<file path="config.mk">
export PLATFORM = sky130hd
export DESIGN_NAME = serial_port1_pin_mux
export DESIGN_NICKNAME = d
export VERILOG_FILES = /design/src/rtl/serial_port1_pkg.sv /design/src/rtl/serial_bit_buffer.sv /design/src/rtl/serial_port1_pin_mux.sv
export SDC_FILE = /design/constraint.sdc
export NUM_CORES = 1
export LEC_CHECK = 0
export ABC_AREA = 1
export BUFFER_PORTS_ARGS = -buffer_cell sky130_fd_sc_hd__buf_2
export CORE_ASPECT_RATIO = 1.1
export CORE_UTILIZATION = 45
export DETAILED_ROUTE_END_ITERATION = 10
export GPL_TIMING_DRIVEN = 0
export PLACE_DENSITY = 0.83
export SLEW_MARGIN = 20
export SYNTH_ARGS = -nofsm -noshare
export SYNTH_HDL_FRONTEND = slang
export SYNTH_SLANG_ARGS = --single-unit
export TNS_END_PERCENT = 100
</file>
<file path="constraint.sdc">
create_clock -name ref_clk_in -period 4.55 [get_ports ref_clk_in]
set_input_delay 0.455 -clock ref_clk_in [delete_from_list [all_inputs] [get_ports ref_clk_in]]
set_output_delay 0.455 -clock ref_clk_in [all_outputs]
set_load 0.05 [all_outputs]
</file>
<file path="src/rtl/serial_port1_pkg.sv">
// Constants and pin layout for the second serial port pin multiplexer.
// What this block does
// - In asynchronous mode control pin zero carries the receive clock, as input or output.
// - In synchronous mode control pin zero is transmitter 1 output or serial flag 0.
// - Control pin one is the receive frame sync when asynchronous, else transmitter 2 or flag 1.
// - The frame sync pin serves both directions when synchronous and only transmit otherwise.
// - An output frame sync pin carries the internal frame sync; an input one is supplied outside.
// - The bit clock pin carries the bit clock for both directions when synchronous, else transmit.
// - The receive data pin is an input whose bits are shifted into the receive path.
// - The transmit data pin is driven while transmitting with the transmit shift bits.
// - After reset every shared pin is a general-purpose input.
// - A pin in its general-purpose role takes its direction from its direction bit.
// - A pin moves to its serial role when its control bit selects that role.
// - In stop an input pin is ignored and an output pin is released to a keeper at its last level.
// - The wait state leaves every pin unchanged.
package serial_port1_pkg;
  localparam int NUM_PINS = 6;
  localparam int PIN_CTRL_ZERO = 0;
  localparam int PIN_CTRL_ONE = 1;
  localparam int PIN_FRAME_SYNC = 2;
  localparam int PIN_BIT_CLOCK = 3;
  localparam int PIN_RX_DATA = 4;
  localparam int PIN_TX_DATA = 5;
  localparam logic [5:0] PORT_CTRL_RESET = 6'h00;
  localparam logic [5:0] PORT_DIR_RESET = 6'h00;
  localparam logic [5:0] PIN_OE_RESET = 6'h00;
  localparam logic [5:0] PIN_OUT_RESET = 6'h00;
  localparam logic [5:0] KEEPER_RESET = 6'h00;
  localparam logic [1:0] FLAG_RESET = 2'h0;
  localparam int SYNC_STAGES = 2;
  localparam int SYS_CLK_PERIOD_NS = 10;
  localparam int MIN_HALF_PHASES = 3;
  // Each bit clock half holds three phases, so it is seen in two or more samples.
  localparam int MIN_HALF_CLOCKS = (MIN_HALF_PHASES + 1) / 2;
  localparam int RX_BUF_DEPTH = 2;
  localparam int RX_BIT_WIDTH = 1;
endpackage

</file>
<file path="src/rtl/serial_bit_buffer.sv">
// Small valid/ready buffer in the receive data path.
`timescale 1ns/1ps
`default_nettype none
module serial_bit_buffer
  import serial_port1_pkg::*;
#(
  parameter int WIDTH = RX_BIT_WIDTH,
  parameter int DEPTH = RX_BUF_DEPTH
) (
  input wire logic ref_clk_in,
  input wire logic rst_b_in,
  input wire logic clk_en_in,
  input wire logic in_valid_in,
  output logic in_ready_out,
  input wire logic [WIDTH-1:0] in_data_in,
  output logic out_valid_out,
  input wire logic out_ready_in,
  output logic [WIDTH-1:0] out_data_out
);
  localparam int PTR_W = (DEPTH > 1) ? $clog2(DEPTH) : 1;
  localparam int CNT_W = $clog2(DEPTH + 1);

  logic [WIDTH-1:0] store [DEPTH];
  logic [PTR_W-1:0] wr_ptr;
  logic [PTR_W-1:0] rd_ptr;
  logic [CNT_W-1:0] count;
  logic push;
  logic pop;

  assign in_ready_out = (count != CNT_W'(DEPTH));
  assign out_valid_out = (count != '0);
  assign out_data_out = store[rd_ptr];
  assign push = in_valid_in && in_ready_out && clk_en_in;
  assign pop = out_valid_out && out_ready_in && clk_en_in;

  always_ff @(posedge ref_clk_in) begin
    if (push) begin
      store[wr_ptr] <= in_data_in;
    end
  end

  always_ff @(posedge ref_clk_in) begin
    if (!rst_b_in) begin
      wr_ptr <= '0;
      rd_ptr <= '0;
      count <= '0;
    end else begin
      if (push) begin
        wr_ptr <= (wr_ptr == PTR_W'(DEPTH - 1)) ? '0 : wr_ptr + 1'b1;
      end
      if (pop) begin
        rd_ptr <= (rd_ptr == PTR_W'(DEPTH - 1)) ? '0 : rd_ptr + 1'b1;
      end
      count <= count + CNT_W'(push) - CNT_W'(pop);
    end
  end
endmodule
`default_nettype wire

</file>
<file path="src/rtl/serial_port1_pin_mux.sv">
// Pin multiplexer between the second serial port and its general-purpose port.
`timescale 1ns/1ps
`default_nettype none
module serial_port1_pin_mux
  import serial_port1_pkg::*;
(
  input wire logic ref_clk_in,
  input wire logic rst_b_in,
  input wire logic clk_en_in,
  input wire logic stop_in,
  input wire logic [5:0] pin_in,
  output logic [5:0] pin_out,
  output logic [5:0] pin_oe_out,
  output logic [5:0] keeper_en_out,
  input wire logic [5:0] port_ctrl_in,
  input wire logic [5:0] port_dir_in,
  input wire logic [5:0] gpio_data_in,
  output logic [5:0] gpio_data_out,
  input wire logic async_mode_in,
  input wire logic ctrl_zero_tx_sel_in,
  input wire logic ctrl_one_tx_sel_in,
  input wire logic [1:0] flag_drive_in,
  input wire logic [1:0] flag_level_in,
  input wire logic rx_clock_drive_in,
  input wire logic rx_frame_sync_drive_in,
  input wire logic frame_sync_drive_in,
  input wire logic bit_clock_drive_in,
  input wire logic gen_rx_clock_in,
  input wire logic gen_rx_frame_sync_in,
  input wire logic gen_frame_sync_in,
  input wire logic gen_bit_clock_in,
  input wire logic tx1_bit_in,
  input wire logic tx2_bit_in,
  input wire logic tx_active_in,
  input wire logic tx_bit_in,
  input wire logic rx_enable_in,
  output logic [1:0] flag_sense_out,
  output logic bit_clock_out,
  output logic frame_sync_out,
  output logic rx_frame_sync_out,
  output logic rx_clock_out,
  output logic rx_bit_out,
  output logic rx_bit_valid_out,
  input wire logic rx_bit_ready_in,
  output logic rx_overrun_out
);
  // ----------------------------------------------------------------
  // Configuration capture and pin input synchronisers
  // ----------------------------------------------------------------
  logic [5:0] ctrl_q;
  logic [5:0] dir_q;
  logic [5:0] sync_a;
  logic [5:0] sync_b;
  logic [5:0] ser_oe;
  logic [5:0] ser_out;
  wire logic [5:0] next_oe;
  wire logic [5:0] next_out;
  logic run;

  assign run = clk_en_in && !stop_in;

  always_ff @(posedge ref_clk_in) begin
    if (!rst_b_in) begin
      ctrl_q <= PORT_CTRL_RESET;
      dir_q <= PORT_DIR_RESET;
    end else if (run) begin
      ctrl_q <= port_ctrl_in;
      dir_q <= port_dir_in;
    end
  end

  always_ff @(posedge ref_clk_in) begin
    if (!rst_b_in) begin
      sync_a <= PIN_OUT_RESET;
      sync_b <= PIN_OUT_RESET;
    end else if (clk_en_in) begin
      sync_a <= pin_in;
      sync_b <= sync_a;
    end
  end

  // ----------------------------------------------------------------
  // Serial role of each pin
  // ----------------------------------------------------------------
  always_comb begin
    ser_oe = 6'h00;
    ser_out = 6'h00;
    if (async_mode_in) begin
      ser_oe[PIN_CTRL_ZERO] = rx_clock_drive_in;
      ser_out[PIN_CTRL_ZERO] = gen_rx_clock_in;
      ser_oe[PIN_CTRL_ONE] = rx_frame_sync_drive_in;
      ser_out[PIN_CTRL_ONE] = gen_rx_frame_sync_in;
    end else begin
      ser_oe[PIN_CTRL_ZERO] = ctrl_zero_tx_sel_in || flag_drive_in[0];
      ser_out[PIN_CTRL_ZERO] = ctrl_zero_tx_sel_in ? tx1_bit_in : flag_level_in[0];
      ser_oe[PIN_CTRL_ONE] = ctrl_one_tx_sel_in || flag_drive_in[1];
      ser_out[PIN_CTRL_ONE] = ctrl_one_tx_sel_in ? tx2_bit_in : flag_level_in[1];
    end
    ser_oe[PIN_FRAME_SYNC] = frame_sync_drive_in;
    ser_out[PIN_FRAME_SYNC] = gen_frame_sync_in;
    ser_oe[PIN_BIT_CLOCK] = bit_clock_drive_in;
    ser_out[PIN_BIT_CLOCK] = gen_bit_clock_in;
    ser_oe[PIN_RX_DATA] = 1'b0;
    ser_oe[PIN_TX_DATA] = tx_active_in;
    ser_out[PIN_TX_DATA] = tx_bit_in;
  end

  // ----------------------------------------------------------------
  // Per-pin choice between port and serial roles
  // ----------------------------------------------------------------
  for (genvar i = 0; i < NUM_PINS; i++) begin : g_pin
    assign next_oe[i] = ctrl_q[i] ? ser_oe[i] : dir_q[i];
    assign next_out[i] = ctrl_q[i] ? ser_out[i] : gpio_data_in[i];
  end

  // The wait state has no input here, so the pins run on unchanged through it.
  always_ff @(posedge ref_clk_in) begin
    if (!rst_b_in) begin
      pin_oe_out <= PIN_OE_RESET;
      pin_out <= PIN_OUT_RESET;
      keeper_en_out <= KEEPER_RESET;
    end else if (clk_en_in) begin
      if (stop_in) begin
        pin_oe_out <= 6'h00;
        keeper_en_out <= keeper_en_out | pin_oe_out;
      end else begin
        pin_oe_out <= next_oe;
        pin_out <= next_out;
        keeper_en_out <= 6'h00;
      end
    end
  end

  // ----------------------------------------------------------------
  // Sensed levels toward the port and the serial logic
  // ----------------------------------------------------------------
  logic rx_clk_src;
  logic rx_clk_prev;
  logic rx_edge;
  logic buf_in_ready;

  assign rx_clk_src = async_mode_in ? sync_b[PIN_CTRL_ZERO] : sync_b[PIN_BIT_CLOCK];

  // Inputs freeze during stop, so an input pin is ignored there.
  always_ff @(posedge ref_clk_in) begin
    if (!rst_b_in) begin
      gpio_data_out <= PIN_OUT_RESET;
      flag_sense_out <= FLAG_RESET;
      bit_clock_out <= 1'b0;
      frame_sync_out <= 1'b0;
      rx_frame_sync_out <= 1'b0;
      rx_clock_out <= 1'b0;
    end else if (run) begin
      gpio_data_out <= sync_b & ~ctrl_q;
      flag_sense_out <= async_mode_in ? FLAG_RESET : (sync_b[1:0] & ctrl_q[1:0]);
      bit_clock_out <= sync_b[PIN_BIT_CLOCK] && ctrl_q[PIN_BIT_CLOCK];
      frame_sync_out <= sync_b[PIN_FRAME_SYNC] && ctrl_q[PIN_FRAME_SYNC];
      rx_frame_sync_out <= async_mode_in ? (sync_b[PIN_CTRL_ONE] && ctrl_q[PIN_CTRL_ONE])
        : (sync_b[PIN_FRAME_SYNC] && ctrl_q[PIN_FRAME_SYNC]);
      rx_clock_out <= rx_clk_src;
    end
  end

  // ----------------------------------------------------------------
  // Receive data capture on the falling edge of the receive clock
  // ----------------------------------------------------------------
  // Sampling needs the clock halves to span at least two system clocks.
  always_ff @(posedge ref_clk_in) begin
    if (!rst_b_in) begin
      rx_clk_prev <= 1'b0;
    end else if (run) begin
      rx_clk_prev <= rx_clk_src;
    end
  end

  assign rx_edge = run && rx_enable_in && ctrl_q[PIN_RX_DATA] && rx_clk_prev && !rx_clk_src;

  serial_bit_buffer #(
    .WIDTH(RX_BIT_WIDTH),
    .DEPTH(RX_BUF_DEPTH)
  ) u_rx_buf (
    .ref_clk_in(ref_clk_in),
    .rst_b_in(rst_b_in),
    .clk_en_in(clk_en_in),
    .in_valid_in(rx_edge),
    .in_ready_out(buf_in_ready),
    .in_data_in(sync_b[PIN_RX_DATA]),
    .out_valid_out(rx_bit_valid_out),
    .out_ready_in(rx_bit_ready_in),
    .out_data_out(rx_bit_out)
  );

  always_ff @(posedge ref_clk_in) begin
    if (!rst_b_in) begin
      rx_overrun_out <= 1'b0;
    end else if (clk_en_in) begin
      rx_overrun_out <= rx_edge && !buf_in_ready;
    end
  end
endmodule
`default_nettype wire

</file>
* Word level (Yosys, flattened, before mapping)
Memory sizes are Yosys's and may differ from the RTL's. A register that Yosys moved wholly into a read port is not among the register bits.
Index checks and enable logic that the tools add are counted.
** Storage, ports and cells
- Output and inout port bits :: 33
- Bits in writable memories :: 2
- Memories kept :: 1
- Flip-flop bits (word level) :: 59
- Logic and storage cells :: 75
** Memory list
- u_rx_buf.store :: depth 2, bits a word 1, rd ports 1, clocked after memory_dff 1, write ports 1, line serial_bit_buffer.sv:23 : logic [WIDTH-1:0] store [DEPTH];
** Operators by class
- Reduce and logical (&&, ||, !) cells :: 20
- Add/subtract/negate cells :: 4
- Equality and inequality tests :: 1
- Multiplexer cells :: 27
- Bitwise logic cells :: 5
** Operators with widths (number)
- $mux W1 :: 22
- $logic_and A1 B1 Y1 :: 13
- $mux W6 :: 2
- $and A6 B6 Y6 :: 1
- $mux W2 :: 3
- $not A6 Y6 :: 1
- $or A6 B6 Y6 :: 1
- $logic_not A1 Y1 :: 3
- $add A1 B1 Y1 const B :: 2
- $add A2 B1 Y2 :: 1
- $and A2 B2 Y2 :: 1
- $logic_or A1 B1 Y1 :: 2
- $ne A2 B2 Y1 const B :: 1
- $reduce_and A2 Y1 :: 1
- $reduce_bool A2 Y1 :: 1
- $sub A2 B1 Y2 :: 1
- $not A1 Y1 :: 1

* Longest topological paths before layout
Gate-level depths: netlist of run 1.
- Depth after elaboration :: 10
- Mapped depth :: 10
- Mapped depth without buffers :: 10

* Modules after synthesis
A second synthesis of run 1 with hierarchy kept.
** Second synthesis, totals
- Cells, all modules :: 318
- Area total of the unflattened synthesis :: 2423.6 um^2
** Modules (own cells, without submodules)
- serial_port1_pin_mux :: times used 1, cells an instance 275, area each 2084.5 um^2
- serial_bit_buffer :: times used 1, cells an instance 43, area each 339.1 um^2

* Worst setup path after synthesis of run 1
OpenSTA, ideal clock, no wires.
- Path type :: flip-flop to flip-flop
- Start :: register u_rx_buf.count[1]
- End :: register u_rx_buf.count[1]
- Path buffers :: 0
- Cell stages (with the launch flop) :: 11
- Slack :: 2.731 ns
- Period minus slack after synthesis :: 1.819 ns
- Required time :: 4.429 ns
- Arrival :: 1.698 ns
- Path through :: dfxtp_1 > inv_1 > nand2_1 > nand2_1 > nor2_4 > ha_1 > inv_1 > ha_1 > xnor2_1 > o21ai_0 > a21oi_1
** Between the ends
- Elaborated cells between the ends (all ways) :: 8
- Those cells by class :: 2 x add/sub; 1 x eq/ne; 5 x reduce/logical
** RTL lines
- start: declaration :: line serial_bit_buffer.sv:26 : logic [CNT_W-1:0] count;
- start signal: assignment :: line serial_bit_buffer.sv:54 : count <= count + CNT_W'(push) - CNT_W'(pop);
- $reduce_bool A2 Y1 :: line serial_bit_buffer.sv:31 : assign out_valid_out = (count != '0);
- net rx_bit_valid_out :: line serial_port1_pin_mux.sv:43 : output logic rx_bit_valid_out,
- $logic_and A1 B1 Y1 (2 in a row) :: line serial_bit_buffer.sv:34 : assign pop = out_valid_out && out_ready_in && clk_en_in;
- net u_rx_buf.pop :: line serial_bit_buffer.sv:28 : logic pop;
- $sub A2 B1 Y2 :: line serial_bit_buffer.sv:54
The timed path passes the listed nets, and every way through them passes these cells.
A chain may end at the register's enable or synchronous reset.

==> summary.txt, run 1 <==
vias per cell - 4.93
top post-synthesis cells by count - 60 x dfxtp_1, 49 x nand2_1, 39 x o21ai_0
Synth area leaders - dfxtp_1 48%, o21ai_0 7.9%, nand2_1 7.4%, a21oi_1 5.6%, nand3_1 5.2%
clock sinks - 62
Syn Area/Cell - 8.23 µm²
Synth Flop Type - dfxtp_1
VDD IR max - 221 µV
share of cells above drive strength 1 - 30.1%
Yosys top cell area share - 48.3%
setup_tns - 0 ns
antenna violations before repair - 0
Post-synth EDFFs - 2
Final ANT Viol Nets - 0
R2R setup slack - 2.95 ns
crit path time final - 1.65 ns
cell breakdown of the critical path - mux2_2 > buf_2
gpl congestion - 0.806
Die ar. - 5820 µm²
RSZ-0062 raised after global routing - no
clock buffer count from CTS - 9
GRT Resource Usage Total - 23.2%
first-pass GRT wire length - 10100 µm
post-DP HPWL - 4590 µm
FF-to-FF path depth - 10
post-synthesis cell area - 2480 µm²
most common cell in the netlist - dfxtp_1
die extent in y - 79.9 µm
CP bufs+invs - 1
Max-Cap Viols - 0
Finish-stage setup viols - 0
Setup Fix Bufs, Post-CTS - 0
CP top delay family - flip-flops
largest net degree at the start of global routing - 11
DRC errors left - 0
Seq/Total Area, Yosys - 50.8%
crit end category - output pin
Congestion Overflow GR - 0
Reg-to-Reg Start - u_rx_buf.count[1]
Critical Path RT - 4.09 ns
Crit Path Max Fanout - 1
vias in the first global route - 2243
1st-iter DRT viols - 110
slowest stage delay, CP - 0.32 ns
DR WL/cell - 13.3 µm
Critical Path Start Type - register
Net Count, Synth - 353
CP Class - reg -> out
routed vias - 2315
Post-Place Worst Slack - 2.78 ns
drt pass-1 iters - 4
area leader, netlist - dfxtp_1
outcome - finished clean
P per Cell Area - 382 nW/µm²
Levels on crit path - 2
post-synth cell types - 32
Max-Slew Margin vs Limit - 68.3%
Post-CTS Hold Buffers - 0
ANT cells - 0
RR Endpoint - u_rx_buf.count[1]
CP arrival - 1.19 ns
Root Driver - clkbuf_8
Initial Util - 46.4%
post-CTS sizing - 0
CTS tree - built
warnings from Yosys - 0
Final nets - 442
Reg clk slew, reported paths - 0.07 ns
CORE AREA - 5360 µm²
Max Freq - 607 MHz
#FFs+latches synth - 62
DRT Wirelength - 6260 µm
Critical Path Sink - rx_bit_out
Syn Inst Count - 302
Fin. Hold Viols - 0
period utilization - 36.2%
PnR worst setup slack - 2.90 ns
skew final - 0.00785 ns
layout overhead on the synthesized area - 27.6%
asr flop ratio synth - 0%
H-Tree Level Count - 3
Leakage - 1.50 nW
number of port buffers - 78
worst slew pin tran - 0.476 ns
clk_lat worst skew - 0.35 ns
site row count - 28
critical path's slowest cell - dfxtp_1
Clock Path Buffers - 2
Final Slew Violations - 0
min-delay worst type - in -> reg
Die Wd - 72.9 µm
I/O pins - 82
## tightest hold or removal path, delay by kind of cell
family                 cells  cell delay [ns]
buffers and inverters      1             0.08
and+or+nand+nor            2             0.08
## sequential cells by signal, summed over array words and instances, names as in the netlist, named ones only
| register | count |
|---|---|
| u_rx_buf.count | 2 |
| u_rx_buf.wr_ptr | 1 |
| ctrl_q | 6 |
| u_rx_buf.rd_ptr | 1 |
| bit_clock_out | 1 |
| u_rx_buf.store | 2 |
| rx_overrun_out | 1 |
| pin_out | 6 |
| keeper_en_out | 6 |
| sync_b | 6 |
| dir_q | 6 |
| flag_sense_out | 2 |
| pin_oe_out | 6 |
| frame_sync_out | 1 |
| rx_frame_sync_out | 1 |
| sync_a | 6 |
| rx_clk_prev | 1 |
| gpio_data_out | 6 |
## how the worst min path moves through the flow
stage	depth (start not counted)	slack, ns	to	from
3_5_place_dp	1	0.45	u_rx_buf.rd_ptr	u_rx_buf.rd_ptr
4_1_cts	3	0.30	dir_q[4]	port_dir_in[4]
6_report	3	0.30	dir_q[4]	port_dir_in[4]
3_3_place_gp	1	0.44	u_rx_buf.rd_ptr	u_rx_buf.rd_ptr
2_1_floorplan	1	0.43	register	u_rx_buf.rd_ptr
5_1_grt	3	0.31	dir_q[4]	port_dir_in[4]
## cells by family after synthesis
group                      synth area share [%]
muxes                                      1.66
adders and majority gates                  1.01
and+or+nand+nor                            21.9
buffers and inverters                      8.41
DFF                                        50.8
AOI/OAI and AO/OA                          15.9
xor gates and xnor gates                  0.353
## layout by cell type (no fill, tap or decap), types with 3 or more instances in the layout
master     n
a21oi_1   28
buf_2     83
buf_4      3
buf_6      4
clkbuf_1   3
clkbuf_8   9
clkinv_2   4
dfxtp_1   60
inv_1     24
mux2i_1    3
nand2_1   49
nand3_1   26
nor2_1    31
nor2_4     3
o21ai_0   39
## area by class of cell
cell class | count | area (µm²)
Fill cell | 489 | 2190
Clock inverter | 5 | 75.1
Multi-Input combinational cell | 198 | 1010
Buffer | 14 | 100
Clock buffer | 10 | 128
Tap cell | 75 | 93.8
Inverter | 28 | 109
Sequential cell | 62 | 1260
Timing Repair Buffer | 78 | 390
## through the flow
| step | power, mW | cell area, µm² | util, % | hold slack (ns) | std cells |
|---|---|---|---|---|---|
| 2_1_floorplan | 0.668 | 2480 | - | 0.425 | 302 |
| 3_5_place_dp | 0.715 | 2970 | 55.4 | 0.449 | 455 |
| 5_1_grt | 1.25 | 3170 | 59.2 | 0.305 | 470 |
| 4_1_cts | 1.22 | 3170 | 59.2 | 0.303 | 470 |
| 6_report | 1.21 | 3170 | 59.2 | 0.301 | 470 |
| 3_3_place_gp | 0.711 | 2970 | 55.4 | 0.436 | 455 |
## power by group
part           leakage (nW)  total, mW  internal [mW]  switching (mW)
logic                 0.884      0.126         0.0424          0.0832
registers             0.507      0.578          0.565          0.0124
clock network         0.106      0.510          0.302           0.207
## metal layers
layer	part of all wire, %	GRT usage [%]	routed length, µm	vias to the layer above
met3	6.1	5.43	380	17
met5	0	0	0	-
met1	43	27.0	2670	1061
met4	2.8	13.9	174	0
li1	-	-	-	1175
met2	49	38.6	3040	62
(Power assumes the default switching activity.)
==> run 2, diff against run 1 <==
--- a/config.mk
+++ b/config.mk
@@ -5,13 +5,13 @@
 export SDC_FILE = /design/constraint.sdc
 export NUM_CORES = 1
 export LEC_CHECK = 0
-export ABC_AREA = 1
+export ABC_AREA = 0
 export BUFFER_PORTS_ARGS = -buffer_cell sky130_fd_sc_hd__buf_2
 export CORE_ASPECT_RATIO = 1.1
 export CORE_UTILIZATION = 45
 export DETAILED_ROUTE_END_ITERATION = 10
 export GPL_TIMING_DRIVEN = 0
-export PLACE_DENSITY = 0.83
+export PLACE_DENSITY = 0.86
 export SLEW_MARGIN = 20
 export SYNTH_ARGS = -nofsm -noshare
 export SYNTH_HDL_FRONTEND = slang
==> constraint.sdc (replaced) <==
create_clock -name ref_clk_in -period 1.5 [get_ports ref_clk_in]
set_input_delay 0.15 -clock ref_clk_in [delete_from_list [all_inputs] [get_ports ref_clk_in]]
set_output_delay 0.15 -clock ref_clk_in [all_outputs]
set_load 0.05 [all_outputs]
==> run 2 against run 1 <==
Compared with the run above: the run now ends with negative setup slack left; wire length is 7.2% lower; sequential share of layout area up 0.21 points; sequential cell count stayed put; critical endpoint is now u_rx_buf.count[1]; register-to-register slack got worse by 3.0 ns; highest routed layer unchanged; critical path depth rose by 4; die area is 1.8% lower; global-route usage decreased by 1.8 points; combinational power increased to 2.8 times the previous value.
==> summary.txt, run 2 <==
outcome - finished, violations left (was finished clean)
failing checks - negative setup slack
worst slew pin tran - 0.431 ns (was 0.476 ns)
post-synthesis cell area - 2440 µm² (was 2480 µm²)
antenna violations before repair - 0 (unchanged)
Seq/Total Area, Yosys - 51.7% (was 50.8%)
P per Cell Area - 1050 nW/µm² (was 382 nW/µm²)
min-delay worst type - in -> reg (unchanged)
Max-Slew Margin vs Limit - 71.2% (was 68.3%)
FF-to-FF path depth - 6 (was 10)
GRT Resource Usage Total - 21.5% (was 23.2%)
asr flop ratio synth - 0% (unchanged)
clock buffer count from CTS - 9 (unchanged)
Max-Cap Viols - 0 (unchanged)
Post-synth EDFFs - 2 (unchanged)
Root Driver - clkbuf_8 (unchanged)
DR WL/cell - 14.5 µm (was 13.3 µm)
crit end category - register (was output pin)
Syn Area/Cell - 10.8 µm² (was 8.23 µm²)
most frequent cells in the layout - 85 x buf_2, 55 x dfxtp_1, 21 x nor2b_1, 19 x mux2i_1, 12 x a22o_1 (was 83 x buf_2, 60 x dfxtp_1, 49 x nand2_1, 39 x o21ai_0, 31 x nor2_1)
PnR worst setup slack - -0.0704 ns (was 2.90 ns)
layout overhead on the synthesized area - 29.9% (was 27.6%)
gpl congestion - 0.814 (was 0.806)
Synth area leaders - dfxtp_1 49%, mux2i_1 7.8%, nor2b_1 5.6%, a22o_1 4.3%, a32o_1 2.9% (was dfxtp_1 48%, o21ai_0 7.9%, nand2_1 7.4%, a21oi_1 5.6%, nand3_1 5.2%)
H-Tree Level Count - 3 (unchanged)
RR Endpoint - u_rx_buf.count[1] (unchanged)
#FFs+latches synth - 62 (unchanged)
cell breakdown of the critical path - mux2_4 > nor4_4 > ha_2 > xnor2_2 > xnor2_1 > and2_1 (was mux2_2 > buf_2)
VDD IR max - 779 µV (was 221 µV)
post-synth cell types - 39 (was 32)
period utilization - 105%
first-pass GRT wire length - 9060 µm (was 10100 µm)
Reg clk slew, reported paths - 0.07 ns (about the same)
Critical Path Start Type - register (unchanged)
slowest stage delay, CP - 0.33 ns (was 0.32 ns)
DRC errors left - 0 (unchanged)
Seq pwr share - 52.2% (was 47.6%)
Post-Place Worst Slack - -0.184 ns (was 2.78 ns)
hold slack - 0.0125 ns (was 0.301 ns)
Hold Startpoint - port_ctrl_in[5] (was port_dir_in[4])
site row count - 27 (was 28)
ANT cells - 0 (unchanged)
Final ANT Viol Nets - 0 (unchanged)
hold-critical path depth - 3 (unchanged)
critical path's slowest cell - dfxtp_2 (was dfxtp_1)
Yosys top cell area share - 49.2% (was 48.3%)
drt pass-1 iters - 4 (unchanged)
R2R setup slack - -0.07 ns (was 2.95 ns)
die extent in y - 79.2 µm (was 79.9 µm)
top post-synthesis cells by count - 60 x dfxtp_1, 22 x nor2b_1, 19 x mux2i_1 (was 60 x dfxtp_1, 49 x nand2_1, 39 x o21ai_0)
share of cells above drive strength 1 - 38.0% (was 30.1%)
largest net degree at the start of global routing - 11 (unchanged)
internal power - 2.49 mW (was 0.910 mW)
Max Freq - 637 MHz
Sw Ratio - 25.2% (was 25.0%)
Syn Inst Count - 226 (was 302)
Initial Util - 47.8% (was 46.4%)
crit path time final - 1.57 ns
area leader, netlist - dfxtp_1 (unchanged)
I/O pins - 82 (unchanged)
clk_lat worst skew - 0.34 ns (was 0.35 ns)
routed vias - 2051 (was 2315)
Net Count, Synth - 277 (was 353)
vias in the first global route - 1934 (was 2243)
Comb power frac - 10.5% (was 10.4%)
Fin. Hold Viols - 0 (unchanged)
post-DP HPWL - 4110 µm (was 4590 µm)
DRT Wirelength - 5810 µm (was 6260 µm)
P_sw - 0.839 mW (was 0.303 mW)
CTS tree - built (unchanged)
Congestion Overflow GR - 0 (unchanged)
vias per cell - 5.11 (was 4.93)
clock sinks - 62 (unchanged)
CP arrival - 1.80 ns (was 1.19 ns)
Die ar. - 5720 µm² (was 5820 µm²)
most common cell in the netlist - dfxtp_1 (unchanged)
Clk pwr share - 37.3% (was 42.0%)
CP Class - reg -> reg (was reg -> out)
RSZ-0062 raised after global routing - yes (was no)
Die Wd - 72.2 µm (was 72.9 µm)
number of port buffers - 81 (was 78)
Reg-to-Reg Start - sync_b[3] (was u_rx_buf.count[1])
Crit Path Max Fanout - 2 (was 1)
CORE AREA - 5100 µm² (was 5360 µm²)
WHS Endpoint - ctrl_q[5] (was dir_q[4])
Final nets - 376 (was 442)
Finish-stage setup viols - 1 (was 0)
Critical Path RT - 1.73 ns (was 4.09 ns)
Post-CTS Hold Buffers - 0 (unchanged)
skew final - 0.0112 ns (was 0.00785 ns)
most common cell after layout, fill and taps aside - buf_2 (unchanged)
Synth Flop Type - dfxtp_1 (unchanged)
warnings from Yosys - 0 (unchanged)
Final Slew Violations - 0 (unchanged)
Clock Path Buffers - 2 (unchanged)
1st-iter DRT viols - 119 (was 110)
Leakage - 1.45 nW (was 1.50 nW)
-- run 2: routing by layer --
metal  track usage (%)  wire length (µm)  vias up  share of wire, %
li1                  -                 -      999                 -
met1              25.9              2490      968                43
met2              35.8              2840       74                49
met3              4.31               356       10               6.1
met4              11.4               125        0               2.2
met5                 0                 0        -                 0
-- run 2: worst max-delay path by stage --
stage / slack (ns) / depth (start not counted) / start / end
2_1_floorplan: -0.06 / 6 / sync_b[3] / u_rx_buf.count[1]
3_3_place_gp: -0.14 / 6 / sync_b[3] / u_rx_buf.count[1]
3_5_place_dp: -0.18 / 6 / sync_b[3] / u_rx_buf.count[1]
4_1_cts: -0.08 / 6 / sync_b[3] / u_rx_buf.count[1]
5_1_grt: -0.15 / 6 / sync_b[3] / u_rx_buf.count[1]
6_report: -0.07 / 6 / sync_b[3] / u_rx_buf.count[1]
-- run 2: layout make-up --
class,instances,area [µm²]
fillers,399,1930
flip-flops and latches,62,1270
multi-input cells,141,1070
repair buffers,88,458
clock buffers,13,149
plain buffers,14,95.1
well taps,72,90.1
inverters,9,33.8
clock inverters,2,10.0
-- run 2: kinds of logic after synthesis --
logic type                 Yosys count  synth area share, %
buffers and inverters               23                 5.28
muxes                               23                 9.79
xor gates and xnor gates             3                 1.08
adders and majority gates            2                 1.03
and+or+nand+nor                     64                 15.5
AOI/OAI and AO/OA                   49                 15.6
DFF                                 62                 51.7
-- run 2: power by group through the flow --
stage                     Combinational, mW  Clock [mW]  Sequential [mW]
after global placement                0.335           0             1.77
final                                 0.349        1.24             1.74
after CTS                             0.349        1.25             1.74
after detailed placement              0.343           0             1.77
after floorplan                       0.164           0             1.82
after global routing                  0.376        1.32             1.74
-- run 2: through the flow --
| step | instance area (µm²) | instances | util (%) | total power, mW | setup TNS [ns] |
|---|---|---|---|---|---|
| 2_1_floorplan | 2440 | 226 | - | 1.99 | -0.0587 |
| 3_3_place_gp | 2940 | 379 | 57.6 | 2.11 | -0.139 |
| 3_5_place_dp | 2940 | 379 | 57.6 | 2.12 | -0.211 |
| 4_1_cts | 3150 | 399 | 61.7 | 3.34 | -0.0793 |
| 5_1_grt | 3170 | 401 | 62.2 | 3.43 | -0.148 |
| 6_report | 3170 | 401 | 62.2 | 3.33 | -0.0704 |
-- run 2: critical path, delay by kind of cell (launching register included) --
kind	cells	cell delay (ns)
XOR/XNOR	2	0.19
AND/OR/NAND/NOR	2	0.42
multiplexers	1	0.28
adder cells (fa/ha/maj)	1	0.24
flip-flops	1	0.33
-- run 2: timing repair --
| action | CTS | global route |
|---|---|---|
| buffers inserted | 5 | 2 |
| pin swaps | 3 | 3 |
| cloned | 0 | 0 |
| endpoints found under the setup margin | 2 | 2 |
| gates resized for setup | 5 | 3 |
